`src/pecs_pkg.sv`:
```
// pecs_pkg: constants shared by the phy error counter and extended status block
// assumes: apb byte addresses are four times the register index
package pecs_pkg;

  // ------------------------------------------------------------
  // register indexes (byte address = index * 4)
  // ------------------------------------------------------------
  localparam logic [7:0] IDX_RX_ERR_CNT  = 8'h13;
  localparam logic [7:0] IDX_FALSE_CAR   = 8'h14;
  localparam logic [7:0] IDX_UNSTABLE    = 8'h15;
  localparam logic [7:0] IDX_TEN_CS      = 8'h16;
  localparam logic [7:0] IDX_IRQ_STATUS  = 8'h20;
  localparam logic [7:0] IDX_IRQ_CLEAR   = 8'h21;
  localparam logic [7:0] IDX_IRQ_ENABLE  = 8'h22;

  // ------------------------------------------------------------
  // counter layout
  // ------------------------------------------------------------
  localparam int         CNT_W   = 8;
  localparam logic [7:0] CNT_MAX = 8'hff;
  localparam logic [7:0] CNT_RST = 8'h00;

  // ------------------------------------------------------------
  // ten_meg_control_status fields
  // ------------------------------------------------------------
  localparam int CS_FORCE_LINK = 15;
  localparam int CS_JABBER_OFF = 14;
  localparam int CS_ECHO_OFF   = 13;
  localparam int CS_HB_OFF     = 12;
  localparam int CS_SQ_HI      = 11;
  localparam int CS_SQ_LO      = 10;
  localparam int CS_EOF_ERR    = 8;
  localparam int CS_DISCONNECT = 7;
  localparam int CS_LINK       = 6;

  localparam logic CS_FORCE_LINK_RST = 1'b0;
  localparam logic CS_JABBER_OFF_RST = 1'b0;
  localparam logic CS_ECHO_OFF_RST   = 1'b1;
  localparam logic CS_HB_OFF_RST     = 1'b1;

  typedef enum logic [1:0] {
    SQ_NORMAL   = 2'b00,
    SQ_LOW      = 2'b01,
    SQ_HIGH     = 2'b10,
    SQ_RESERVED = 2'b11
  } pecs_squelch_t;

  // ------------------------------------------------------------
  // interrupt bits
  // ------------------------------------------------------------
  localparam int IRQ_W       = 5;
  localparam int IRQ_RX_ERR  = 0;
  localparam int IRQ_FALSE   = 1;
  localparam int IRQ_UNSTAB  = 2;
  localparam int IRQ_EOF     = 3;
  localparam int IRQ_DISC    = 4;
  localparam logic [4:0] IRQ_RST = 5'h00;

  function automatic logic [15:0] byte_addr(input logic [7:0] idx);
    byte_addr = {6'h00, idx, 2'b00};
  endfunction

endpackage

```
`src/pecs_cnt_if.sv`:
```
// pecs_cnt_if: event, clear and value of one saturating event counter
// assumes: all signals on core_clk_i
`timescale 1ns/1ps
interface pecs_cnt_if;
  logic                     inc;     // one event this cycle
  logic                     rd_clr;  // cleared by a register read
  logic                     rst_clr; // cleared by software reset
  logic [pecs_pkg::CNT_W-1:0] cnt;

  modport ctl (output inc, output rd_clr, output rst_clr, input cnt);
  modport ctr (input inc, input rd_clr, input rst_clr, output cnt);
endinterface

```
`src/pecs_sat_cnt.sv`:
```
// pecs_sat_cnt: eight-bit saturating event counter with read and reset clear
// assumes: inc is a one-cycle pulse from logic on core_clk_i
`timescale 1ns/1ps
module pecs_sat_cnt (
  input wire logic core_clk_i, // core clock
  input wire logic nrst_i,     // async hardware reset, active low
  pecs_cnt_if.ctr  c           // counter controls and value
);

  logic [pecs_pkg::CNT_W-1:0] cnt_q;
  logic [pecs_pkg::CNT_W-1:0] cnt_d;

  // a read clear loses to a same-cycle event so that event is not dropped
  always_comb begin
    cnt_d = cnt_q;
    if (c.rst_clr) begin
      cnt_d = pecs_pkg::CNT_RST;
    end else if (c.rd_clr) begin
      cnt_d = c.inc ? pecs_pkg::CNT_W'(1) : pecs_pkg::CNT_RST;
    end else if (c.inc && cnt_q != pecs_pkg::CNT_MAX) begin
      cnt_d = cnt_q + pecs_pkg::CNT_W'(1);
    end
  end

  always_ff @(posedge core_clk_i or negedge nrst_i) begin
    if (!nrst_i) begin
      cnt_q <= pecs_pkg::CNT_RST;
    end else begin
      cnt_q <= cnt_d;
    end
  end

  assign c.cnt = cnt_q;

  // ------------------------------------------------------------
  // checks
  // ------------------------------------------------------------
  property p_cnt_step;
    @(posedge core_clk_i) disable iff (!nrst_i)
    (c.inc && !c.rd_clr && !c.rst_clr && cnt_q != pecs_pkg::CNT_MAX) |=>
      (cnt_q == $past(cnt_q) + pecs_pkg::CNT_W'(1));
  endproperty
  a_cnt_step: assert property (p_cnt_step) else $error("counter did not step on event");

  property p_cnt_sat;
    @(posedge core_clk_i) disable iff (!nrst_i)
    (cnt_q == pecs_pkg::CNT_MAX && !c.rd_clr && !c.rst_clr) |=> (cnt_q == pecs_pkg::CNT_MAX);
  endproperty
  a_cnt_sat: assert property (p_cnt_sat) else $error("counter wrapped past maximum");

  property p_cnt_rd_clr;
    @(posedge core_clk_i) disable iff (!nrst_i)
    (c.rd_clr && !c.rst_clr) |=> (cnt_q == (($past(c.inc)) ? pecs_pkg::CNT_W'(1) : pecs_pkg::CNT_RST));
  endproperty
  a_cnt_rd_clr: assert property (p_cnt_rd_clr) else $error("read clear wrong");

  property p_cnt_hold;
    @(posedge core_clk_i) disable iff (!nrst_i)
    (!c.inc && !c.rd_clr && !c.rst_clr) |=> $stable(cnt_q);
  endproperty
  a_cnt_hold: assert property (p_cnt_hold) else $error("counter changed with no cause");

endmodule // pecs_sat_cnt

```
`src/pecs_regs.sv`:
```
// pecs_regs: phy error counters and ten-meg control/status over apb
// assumes: event inputs are one-cycle pulses on core_clk_i; soft_rst_i is a
// one-cycle pulse on core_clk_i; apb master per the apb protocol
`timescale 1ns/1ps

module pecs_regs #(
  parameter int ADDR_W = 12
) (
  input  wire logic              core_clk_i,            // core clock, 250 MHz
  input  wire logic              nrst_i,                // async hardware reset, active low
  input  wire logic              soft_rst_i,            // software reset pulse
  input  wire logic              psel_i,                // apb select
  input  wire logic              penable_i,             // apb enable
  input  wire logic              pwrite_i,              // apb write
  input  wire logic [ADDR_W-1:0] paddr_i,               // apb byte address
  input  wire logic [31:0]       pwdata_i,              // apb write data
  input  wire logic [3:0]        pstrb_i,               // apb byte strobes
  output logic      [31:0]       prdata_o,              // apb read data
  output logic                   pready_o,              // apb ready
  output logic                   pslverr_o,             // apb error, unmapped address
  input  wire logic              rx_err_pkt_i,          // errored non-collision packet
  input  wire logic              false_carrier_i,       // false carrier seen
  input  wire logic              carrier_integrity_monitor_unstable_i, // entered unstable
  input  wire logic              eof_err_i,             // end-of-frame error seen
  input  wire logic              ten_disconnect_i,      // ten-meg link disconnect seen
  input  wire logic              ten_link_up_i,         // ten-meg integrity says link up
  input  wire logic              speed_is_ten_i,        // link runs at 10 Mb/s
  output logic                   rx_err_count_valid_o,  // receive count meaningful
  output logic                   link_check_bypass_o,   // bypass integrity machine
  output logic                   ten_link_pass_o,       // ten-meg link pass
  output logic                   jabber_detect_off_o,   // jabber detection off
  output logic                   echo_off_o,            // ten-meg echo off
  output logic                   signal_quality_error_heartbeat_off_o, // heartbeat off
  output pecs_pkg::pecs_squelch_t squelch_sel_o,        // squelch threshold select
  output logic                   irq_o                  // level interrupt
);

  // ------------------------------------------------------------
  // apb access decode
  // ------------------------------------------------------------
  logic        pready_q;
  logic        pready_d;
  logic        pslverr_q;
  logic        pslverr_d;
  logic [31:0] prdata_q;
  logic [31:0] prdata_d;
  logic        take;
  logic        wr_take;
  logic        rd_take;

  function automatic logic hit(input logic [ADDR_W-1:0] a, input logic [7:0] idx);
    hit = (a == ADDR_W'(pecs_pkg::byte_addr(idx)));
  endfunction

  // the side effect lands at the edge that captures read data, one edge
  // before completion, so an event between them cannot be lost by a clear
  assign take    = psel_i && penable_i && !pready_q;
  assign wr_take = take && pwrite_i;
  assign rd_take = take && !pwrite_i;

  // ------------------------------------------------------------
  // event counters
  // ------------------------------------------------------------
  pecs_cnt_if rx_if ();
  pecs_cnt_if fc_if ();
  pecs_cnt_if un_if ();

  assign rx_if.inc     = rx_err_pkt_i;
  assign fc_if.inc     = false_carrier_i;
  assign un_if.inc     = carrier_integrity_monitor_unstable_i;
  assign rx_if.rd_clr  = rd_take && hit(paddr_i, pecs_pkg::IDX_RX_ERR_CNT);
  assign fc_if.rd_clr  = rd_take && hit(paddr_i, pecs_pkg::IDX_FALSE_CAR);
  assign un_if.rd_clr  = rd_take && hit(paddr_i, pecs_pkg::IDX_UNSTABLE);
  assign rx_if.rst_clr = soft_rst_i;
  assign fc_if.rst_clr = soft_rst_i;
  assign un_if.rst_clr = soft_rst_i;

  pecs_sat_cnt u_rx_cnt (
    .core_clk_i (core_clk_i),
    .nrst_i     (nrst_i),
    .c          (rx_if.ctr)
  );

  pecs_sat_cnt u_fc_cnt (
    .core_clk_i (core_clk_i),
    .nrst_i     (nrst_i),
    .c          (fc_if.ctr)
  );

  pecs_sat_cnt u_un_cnt (
    .core_clk_i (core_clk_i),
    .nrst_i     (nrst_i),
    .c          (un_if.ctr)
  );

  // ------------------------------------------------------------
  // ten-meg control and status
  // ------------------------------------------------------------
  logic                    force_q, force_d;
  logic                    jab_q, jab_d;
  logic                    echo_q, echo_d;
  logic                    hb_q, hb_d;
  pecs_pkg::pecs_squelch_t sq_q, sq_d;
  logic                    eof_q, eof_d;
  logic                    disc_q, disc_d;
  logic                    link_q, link_d;
  logic                    valid_q, valid_d;
  logic                    cs_wr;
  logic                    cs_rd;

  assign cs_wr = wr_take && hit(paddr_i, pecs_pkg::IDX_TEN_CS) && pstrb_i[1];
  assign cs_rd = rd_take && hit(paddr_i, pecs_pkg::IDX_TEN_CS);

  always_comb begin
    force_d = force_q;
    jab_d   = jab_q;
    echo_d  = echo_q;
    hb_d    = hb_q;
    sq_d    = sq_q;
    if (cs_wr) begin
      force_d = pwdata_i[pecs_pkg::CS_FORCE_LINK];
      jab_d   = pwdata_i[pecs_pkg::CS_JABBER_OFF];
      echo_d  = pwdata_i[pecs_pkg::CS_ECHO_OFF];
      hb_d    = pwdata_i[pecs_pkg::CS_HB_OFF];
      sq_d    = pecs_pkg::pecs_squelch_t'(pwdata_i[pecs_pkg::CS_SQ_HI:pecs_pkg::CS_SQ_LO]);
    end
    // heartbeat control is not sticky; the rest keep their value here
    if (soft_rst_i) begin
      hb_d = pecs_pkg::CS_HB_OFF_RST;
    end
    // self-clearing flags: a new event wins over the read clear
    eof_d  = eof_err_i || (eof_q && !cs_rd);
    disc_d = ten_disconnect_i || (disc_q && !cs_rd);
    if (soft_rst_i) begin
      eof_d  = 1'b0;
      disc_d = 1'b0;
    end
    link_d  = force_q || ten_link_up_i;
    valid_d = !speed_is_ten_i;
  end

  always_ff @(posedge core_clk_i or negedge nrst_i) begin
    if (!nrst_i) begin
      force_q <= pecs_pkg::CS_FORCE_LINK_RST;
      jab_q   <= pecs_pkg::CS_JABBER_OFF_RST;
      echo_q  <= pecs_pkg::CS_ECHO_OFF_RST;
      hb_q    <= pecs_pkg::CS_HB_OFF_RST;
      sq_q    <= pecs_pkg::SQ_NORMAL;
      eof_q   <= 1'b0;
      disc_q  <= 1'b0;
      link_q  <= 1'b0;
      valid_q <= 1'b0;
    end else begin
      force_q <= force_d;
      jab_q   <= jab_d;
      echo_q  <= echo_d;
      hb_q    <= hb_d;
      sq_q    <= sq_d;
      eof_q   <= eof_d;
      disc_q  <= disc_d;
      link_q  <= link_d;
      valid_q <= valid_d;
    end
  end

  // ------------------------------------------------------------
  // interrupts
  // ------------------------------------------------------------
  logic [pecs_pkg::IRQ_W-1:0] stat_q, stat_d;
  logic [pecs_pkg::IRQ_W-1:0] en_q, en_d;
  logic [pecs_pkg::IRQ_W-1:0] ev;
  logic [pecs_pkg::IRQ_W-1:0] clr_mask;
  logic                       irq_q, irq_d;

  always_comb begin
    ev                         = '0;
    ev[pecs_pkg::IRQ_RX_ERR]   = rx_err_pkt_i;
    ev[pecs_pkg::IRQ_FALSE]    = false_carrier_i;
    ev[pecs_pkg::IRQ_UNSTAB]   = carrier_integrity_monitor_unstable_i;
    ev[pecs_pkg::IRQ_EOF]      = eof_err_i;
    ev[pecs_pkg::IRQ_DISC]     = ten_disconnect_i;
    clr_mask = '0;
    if (wr_take && hit(paddr_i, pecs_pkg::IDX_IRQ_CLEAR) && pstrb_i[0]) begin
      clr_mask = pwdata_i[pecs_pkg::IRQ_W-1:0];
    end
    en_d = en_q;
    if (wr_take && hit(paddr_i, pecs_pkg::IDX_IRQ_ENABLE) && pstrb_i[0]) begin
      en_d = pwdata_i[pecs_pkg::IRQ_W-1:0];
    end
    // set wins over clear
    stat_d = (stat_q & ~clr_mask) | ev;
    if (soft_rst_i) begin
      stat_d = pecs_pkg::IRQ_RST;
    end
    irq_d = |(stat_d & en_d);
  end

  always_ff @(posedge core_clk_i or negedge nrst_i) begin
    if (!nrst_i) begin
      stat_q <= pecs_pkg::IRQ_RST;
      en_q   <= pecs_pkg::IRQ_RST;
      irq_q  <= 1'b0;
    end else begin
      stat_q <= stat_d;
      en_q   <= en_d;
      irq_q  <= irq_d;
    end
  end

  // ------------------------------------------------------------
  // apb read data and ready
  // ------------------------------------------------------------
  always_comb begin
    prdata_d  = prdata_q;
    pslverr_d = 1'b0;
    pready_d  = take;
    if (take) begin
      prdata_d = 32'h0000_0000;
      if (hit(paddr_i, pecs_pkg::IDX_RX_ERR_CNT)) begin
        prdata_d[pecs_pkg::CNT_W-1:0] = rx_if.cnt;
      end else if (hit(paddr_i, pecs_pkg::IDX_FALSE_CAR)) begin
        prdata_d[pecs_pkg::CNT_W-1:0] = fc_if.cnt;
      end else if (hit(paddr_i, pecs_pkg::IDX_UNSTABLE)) begin
        prdata_d[pecs_pkg::CNT_W-1:0] = un_if.cnt;
      end else if (hit(paddr_i, pecs_pkg::IDX_TEN_CS)) begin
        prdata_d[pecs_pkg::CS_FORCE_LINK] = force_q;
        prdata_d[pecs_pkg::CS_JABBER_OFF] = jab_q;
        prdata_d[pecs_pkg::CS_ECHO_OFF]   = echo_q;
        prdata_d[pecs_pkg::CS_HB_OFF]     = hb_q;
        prdata_d[pecs_pkg::CS_SQ_HI:pecs_pkg::CS_SQ_LO] = sq_q;
        prdata_d[pecs_pkg::CS_EOF_ERR]    = eof_q;
        prdata_d[pecs_pkg::CS_DISCONNECT] = disc_q;
        prdata_d[pecs_pkg::CS_LINK]       = link_q;
      end else if (hit(paddr_i, pecs_pkg::IDX_IRQ_STATUS)) begin
        prdata_d[pecs_pkg::IRQ_W-1:0] = stat_q;
      end else if (hit(paddr_i, pecs_pkg::IDX_IRQ_ENABLE)) begin
        prdata_d[pecs_pkg::IRQ_W-1:0] = en_q;
      end else if (!hit(paddr_i, pecs_pkg::IDX_IRQ_CLEAR)) begin
        pslverr_d = 1'b1;
      end
    end
  end

  always_ff @(posedge core_clk_i or negedge nrst_i) begin
    if (!nrst_i) begin
      prdata_q  <= 32'h0000_0000;
      pready_q  <= 1'b0;
      pslverr_q <= 1'b0;
    end else begin
      prdata_q  <= prdata_d;
      pready_q  <= pready_d;
      pslverr_q <= pslverr_d;
    end
  end

  // ------------------------------------------------------------
  // outputs
  // ------------------------------------------------------------
  assign prdata_o                             = prdata_q;
  assign pready_o                             = pready_q;
  assign pslverr_o                            = pslverr_q;
  assign rx_err_count_valid_o                 = valid_q;
  assign link_check_bypass_o                  = force_q;
  assign ten_link_pass_o                      = link_q;
  assign jabber_detect_off_o                  = jab_q;
  assign echo_off_o                           = echo_q;
  assign signal_quality_error_heartbeat_off_o = hb_q;
  assign squelch_sel_o                        = sq_q;
  assign irq_o                                = irq_q;

  // ------------------------------------------------------------
  // checks
  // ------------------------------------------------------------
  property p_force_pass;
    @(posedge core_clk_i) disable iff (!nrst_i)
    force_q |=> ten_link_pass_o;
  endproperty
  a_force_pass: assert property (p_force_pass) else $error("forced link not reported as pass");

  property p_link_live;
    @(posedge core_clk_i) disable iff (!nrst_i)
    (!force_q) |=> (ten_link_pass_o == $past(ten_link_up_i));
  endproperty
  a_link_live: assert property (p_link_live) else $error("link status not tracking input");

  property p_sticky_soft;
    @(posedge core_clk_i) disable iff (!nrst_i)
    (soft_rst_i && !cs_wr) |=> ($stable(force_q) && $stable(jab_q) && $stable(echo_q) && $stable(sq_q) && hb_q);
  endproperty
  a_sticky_soft: assert property (p_sticky_soft) else $error("soft reset disturbed controls");

  property p_eof_set;
    @(posedge core_clk_i) disable iff (!nrst_i)
    (eof_err_i && !soft_rst_i) |=> eof_q ##1 (eof_q || $past(cs_rd) || $past(soft_rst_i));
  endproperty
  a_eof_set: assert property (p_eof_set) else $error("eof flag not set");

  property p_disc_clr;
    @(posedge core_clk_i) disable iff (!nrst_i)
    (cs_rd && !ten_disconnect_i) |=> !disc_q;
  endproperty
  a_disc_clr: assert property (p_disc_clr) else $error("disconnect flag not cleared by read");

  property p_reserved_zero;
    @(posedge core_clk_i) disable iff (!nrst_i)
    pready_o |-> (prdata_o[31:16] == 16'h0000 && prdata_o[9] == 1'b0 && prdata_o[5:0] == 6'h00 || !$past(cs_rd));
  endproperty
  a_reserved_zero: assert property (p_reserved_zero) else $error("reserved bits not zero");

  property p_ready_one;
    @(posedge core_clk_i) disable iff (!nrst_i)
    (psel_i && penable_i && !pready_o) |=> pready_o ##1 !pready_o;
  endproperty
  a_ready_one: assert property (p_ready_one) else $error("ready not a single cycle answer");

  property p_irq_level;
    @(posedge core_clk_i) disable iff (!nrst_i)
    irq_o == |(stat_q & en_q);
  endproperty
  a_irq_level: assert property (p_irq_level) else $error("interrupt does not match status and enable");

  property p_valid_speed;
    @(posedge core_clk_i) disable iff (!nrst_i)
    speed_is_ten_i |=> !rx_err_count_valid_o;
  endproperty
  a_valid_speed: assert property (p_valid_speed) else $error("count marked valid at 10 Mb/s");

endmodule // pecs_regs

```
`config.mk`:
```
export PLATFORM = sky130hd
export DESIGN_NAME = pecs_regs
export DESIGN_NICKNAME = d
export VERILOG_FILES = /design/src/pecs_pkg.sv /design/src/pecs_cnt_if.sv /design/src/pecs_sat_cnt.sv /design/src/pecs_regs.sv
export SDC_FILE = /design/constraint.sdc
export NUM_CORES = 1
export LEC_CHECK = 0
export BUFFER_PORTS_ARGS = -buffer_cell sky130_fd_sc_hd__buf_2
export CAP_MARGIN = 20
export CORE_ASPECT_RATIO = 1.75
export CORE_UTILIZATION = 45
export DETAILED_ROUTE_END_ITERATION = 10
export PLACE_DENSITY = 0.72
export SLEW_MARGIN = 30
export SYNTH_ARGS = -nofsm -noshare
export SYNTH_HDL_FRONTEND = slang
export SYNTH_SLANG_ARGS = --single-unit
```
`constraint.sdc`:
```
create_clock -name core_clk_i -period 2.4 [get_ports core_clk_i]
set_input_delay 0.6 -clock core_clk_i [delete_from_list [all_inputs] [get_ports core_clk_i]]
set_output_delay 0.6 -clock core_clk_i [all_outputs]
set_load 0.005 [all_outputs]
```
==> flow_metrics.env <==
export IMPL_async_flop_share_pct=100
export IMPL_r2r_start="pready_o"
export IMPL_placed_area_um2=3700
export IMPL_synth_cells=302
export IMPL_internal_power_w=0.00210
export IMPL_tightest_slew_ps=601
export IMPL_timing_critical_path_from="paddr_i[8]"
export IMPL_gp_congestion=0.896
export IMPL_clk_pin_slew_ps=50
export IMPL_rsz0062_at_grt="no"
export IMPL_ir_drop_mv=0.563
export IMPL_grt_pass1_vias=2703
export IMPL_fin_ws_ps=50.7
export IMPL_critical_path_required_ps=2650
export IMPL_num_fill_cells=592
export IMPL_post_place_ws_ps=-319
export IMPL_drive_gt1_share_pct=34.7
export IMPL_synth_seq_cells=62
export IMPL_cts_htree_levels=3
export IMPL_period_minus_slack_ps=2350
export IMPL_setup_viol_count_final=0
export IMPL_critPathLaunchType="primary input"
export IMPL_cap_violations=0
export IMPL_root_buffer="clkbuf_16"
export IMPL_cts_buffers=9
export IMPL_syn_avg_cell_area_um2=10.3
export IMPL_fin_cells=486
export IMPL_maxSlewHeadroom_pct=59.9
export IMPL_pwr_share_clk_pct=51.0
export IMPL_ant_nets=0
export IMPL_cts_tree="built"
export IMPL_remaining_drc_errors=0
export IMPL_drt_pass1_iter_count=4
export IMPL_crit_arrival_ps=2600
export IMPL_final_seq_area_um2=1550
export IMPL_sw_frac_of_total_pct=22.0
export IMPL_seq_power_share_pct=41.1
export IMPL_rrSetupSlack_ps=350
export IMPL_dieWidth_um=65.0
export IMPL_drv_slew=0
export IMPL_fmax_mhz=426
export IMPL_synth_top_flop_cell="dfrtp_1"
export IMPL_wl_per_cell_um=16.4
export IMPL_synth_top_area_share_pct=48.1
export IMPL_p_sw_w=0.000594
export IMPL_nets=463
export IMPL_powerDensity_nw_per_um2=666
export IMPL_syn2layout_area_growth_pct=29.8
export IMPL_postRouteWirelength_um=7950
export IMPL_fin_crit_sh_pct=97.9
export IMPL_die_area_um2=7290
export IMPL_multi_input_area_um2=1480
export IMPL_r2r_end="irq_o"
export IMPL_synth_area_top_cells="dfrtp_1 (48%), nor2_1 (4.8%), xor2_1 (4.2%)"
export IMPL_dp_cells=468
export IMPL_clkSinkCount=62
export IMPL_crit_fanout=5
export IMPL_hpwlAfterDp_um=5830
export IMPL_ys_types=50
export IMPL_grt_first_pass_wirelength_um=13100
export IMPL_overflow=0
export IMPL_ys_warnings_count=0
export IMPL_outcome="completed"
export IMPL_pwr_share_comb_pct=8.0
export IMPL_rows=39
export IMPL_grt_antenna_before_repair=0
export IMPL_final_area_um2=4050
export IMPL_hold_violations=0
export IMPL_skew_ps=3.18
export IMPL_synthTopCellsByCount="dfrtp_1 (60), nor2_1 (40), nand2_1 (30)"
export IMPL_reg2reg_depth=8
export IMPL_power_leakage_nw=2.00
export IMPL_synth_most_common_cell="dfrtp_1"
export IMPL_synth_top_area_cell="dfrtp_1"
export IMPL_core_um2=6640
export IMPL_insertion_delay_ps=330
export IMPL_synth_edf_count=0
export IMPL_numPortBuffers=63
export IMPL_yosysSeqAreaShare_pct=49.8
export IMPL_grt_max_degree=40
export IMPL_viasPerCell=5.52
export IMPL_start_util_pct=47.0
export IMPL_synth_area_um2=3120
export IMPL_boundaryPins=104
export IMPL_drt_initial_drc_count=201
export IMPL_clockBufferDepth=2
export IMPL_hp_class="primary input to async pin"
export IMPL_setup_worst_path_end_class="register"
export IMPL_grt_usage_pct=24.2
export IMPL_die_h_um=112
export IMPL_diodes=0
export IMPL_via_count=2685
export IMPL_critPathKind="primary input to register"
-- cell families (layout without fill, tap and decap cells) --
| logic type | after synthesis | count (layout) | share of synthesized area (%) |
|---|---|---|---|
| muxes | 14 | 14 | 4.93 |
| buffers and inverters | 31 | 117 | 6.05 |
| adders and majority gates | 3 | 3 | 1.20 |
| DFF | 62 | 62 | 49.8 |
| other | 1 | 17 | 0.120 |
| and+or+nand+nor | 115 | 115 | 19.4 |
| AOI/OAI and AO/OA | 54 | 54 | 12.4 |
| xor gates and xnor gates | 22 | 22 | 6.17 |
-- power by group through the flow --
stage	registers (W)	logic (W)	clock network [W]
5_1_grt	0.00111	0.000242	0.00145
3_3_place_gp	0.00112	0.000208	0
4_1_cts	0.00111	0.000215	0.00140
3_5_place_dp	0.00112	0.000213	0
2_1_floorplan	0.00112	0.000113	0
6_report	0.00111	0.000215	0.00138
-- sequential cells by signal, summed over array words and instances (netlist names) --
name,count
disc_q,1
echo_off_o,1
en_q,5
eof_q,1
irq_o,1
jabber_detect_off_o,1
link_check_bypass_o,1
prdata_o,15
pready_o,1
pslverr_o,1
rx_err_count_valid_o,1
signal_quality_error_heartbeat_off_o,1
squelch_sel_o,2
stat_q,5
ten_link_pass_o,1
u_fc_cnt.c.cnt,8
u_rx_cnt.c.cnt,8
u_un_cnt.c.cnt,8
-- worst max-delay path by stage --
| stage | endpoint | slack [ps] |
|---|---|---|
| final | prdata_o[1] | 50 |
| after global placement | irq_o | -290 |
| after global routing | irq_o | 4 |
| after CTS | u_fc_cnt.c.cnt[5] | 30 |
| after detailed placement | u_fc_cnt.c.cnt[3] | -320 |
| after floorplan | jabber_detect_off_o | -230 |
-- cell type report --
cell class	count	share of cell area, %
multi-input combinational	225	36.5
sequential	62	38.4
inverter	8	0.741
clock inverter	4	1.73
clock buffer	12	6.08
tap	82	2.53
timing repair buffer	93	14.1
-- metal layers --
layer  vias to the layer above  routed length, µm  GRT usage (%)
li1                       1234                  -              -
met1                      1324               2830           25.2
met2                       104               4410           42.0
met3                        23                392           6.10
met4                         0                320           15.3
met5                         -                  0              0
-- metrics by stage --
stage / utilization [%] / TNS, ps / hold slack [ps] / power, W
floorplan: - / -2680 / 304 / 0.00123
global placement: 55.7 / -8300 / 462 / 0.00133
detailed placement: 55.7 / -9360 / 468 / 0.00134
CTS: 60.5 / 0 / 280 / 0.00272
global route: 61.0 / 0 / 312 / 0.00280
finish: 61.0 / 0 / 274 / 0.00270
-- worst max-delay path, cell delays in order --
cell      delay, ps
buf_2           100
or4_4           530
or2_4           290
or3_2           520
o21ai_1         280
a221oi_1        110
a21oi_1         170
-- placed cells by master (no fill, tap or decap), types with 3 or more instances in the layout --
| master | instances |
|---|---|
| a21oi_1 | 13 |
| a221oi_1 | 6 |
| a22o_1 | 9 |
| a22oi_1 | 5 |
| a311oi_1 | 3 |
| buf_2 | 63 |
| buf_4 | 27 |
| clkbuf_16 | 9 |
| conb_1 | 17 |
| dfrtp_1 | 60 |
| ha_1 | 3 |
| inv_1 | 8 |
| mux2_2 | 8 |
| mux2_4 | 3 |
| mux2i_1 | 3 |
| nand2_1 | 28 |
| nand3_1 | 10 |
| nand4_1 | 6 |
| nor2_1 | 40 |
| nor4_4 | 3 |
| o21a_1 | 3 |
| o21ai_1 | 6 |
| or2_2 | 4 |
| xnor2_1 | 7 |
| xor2_1 | 15 |
-- repair_timing --
item	CTS	global route
setup endpoints to repair	0	21
gates resized for setup	0	6
setup buffers	0	2
hold buffers	0	0
No activity file was read; power rests on OpenSTA's default activity.
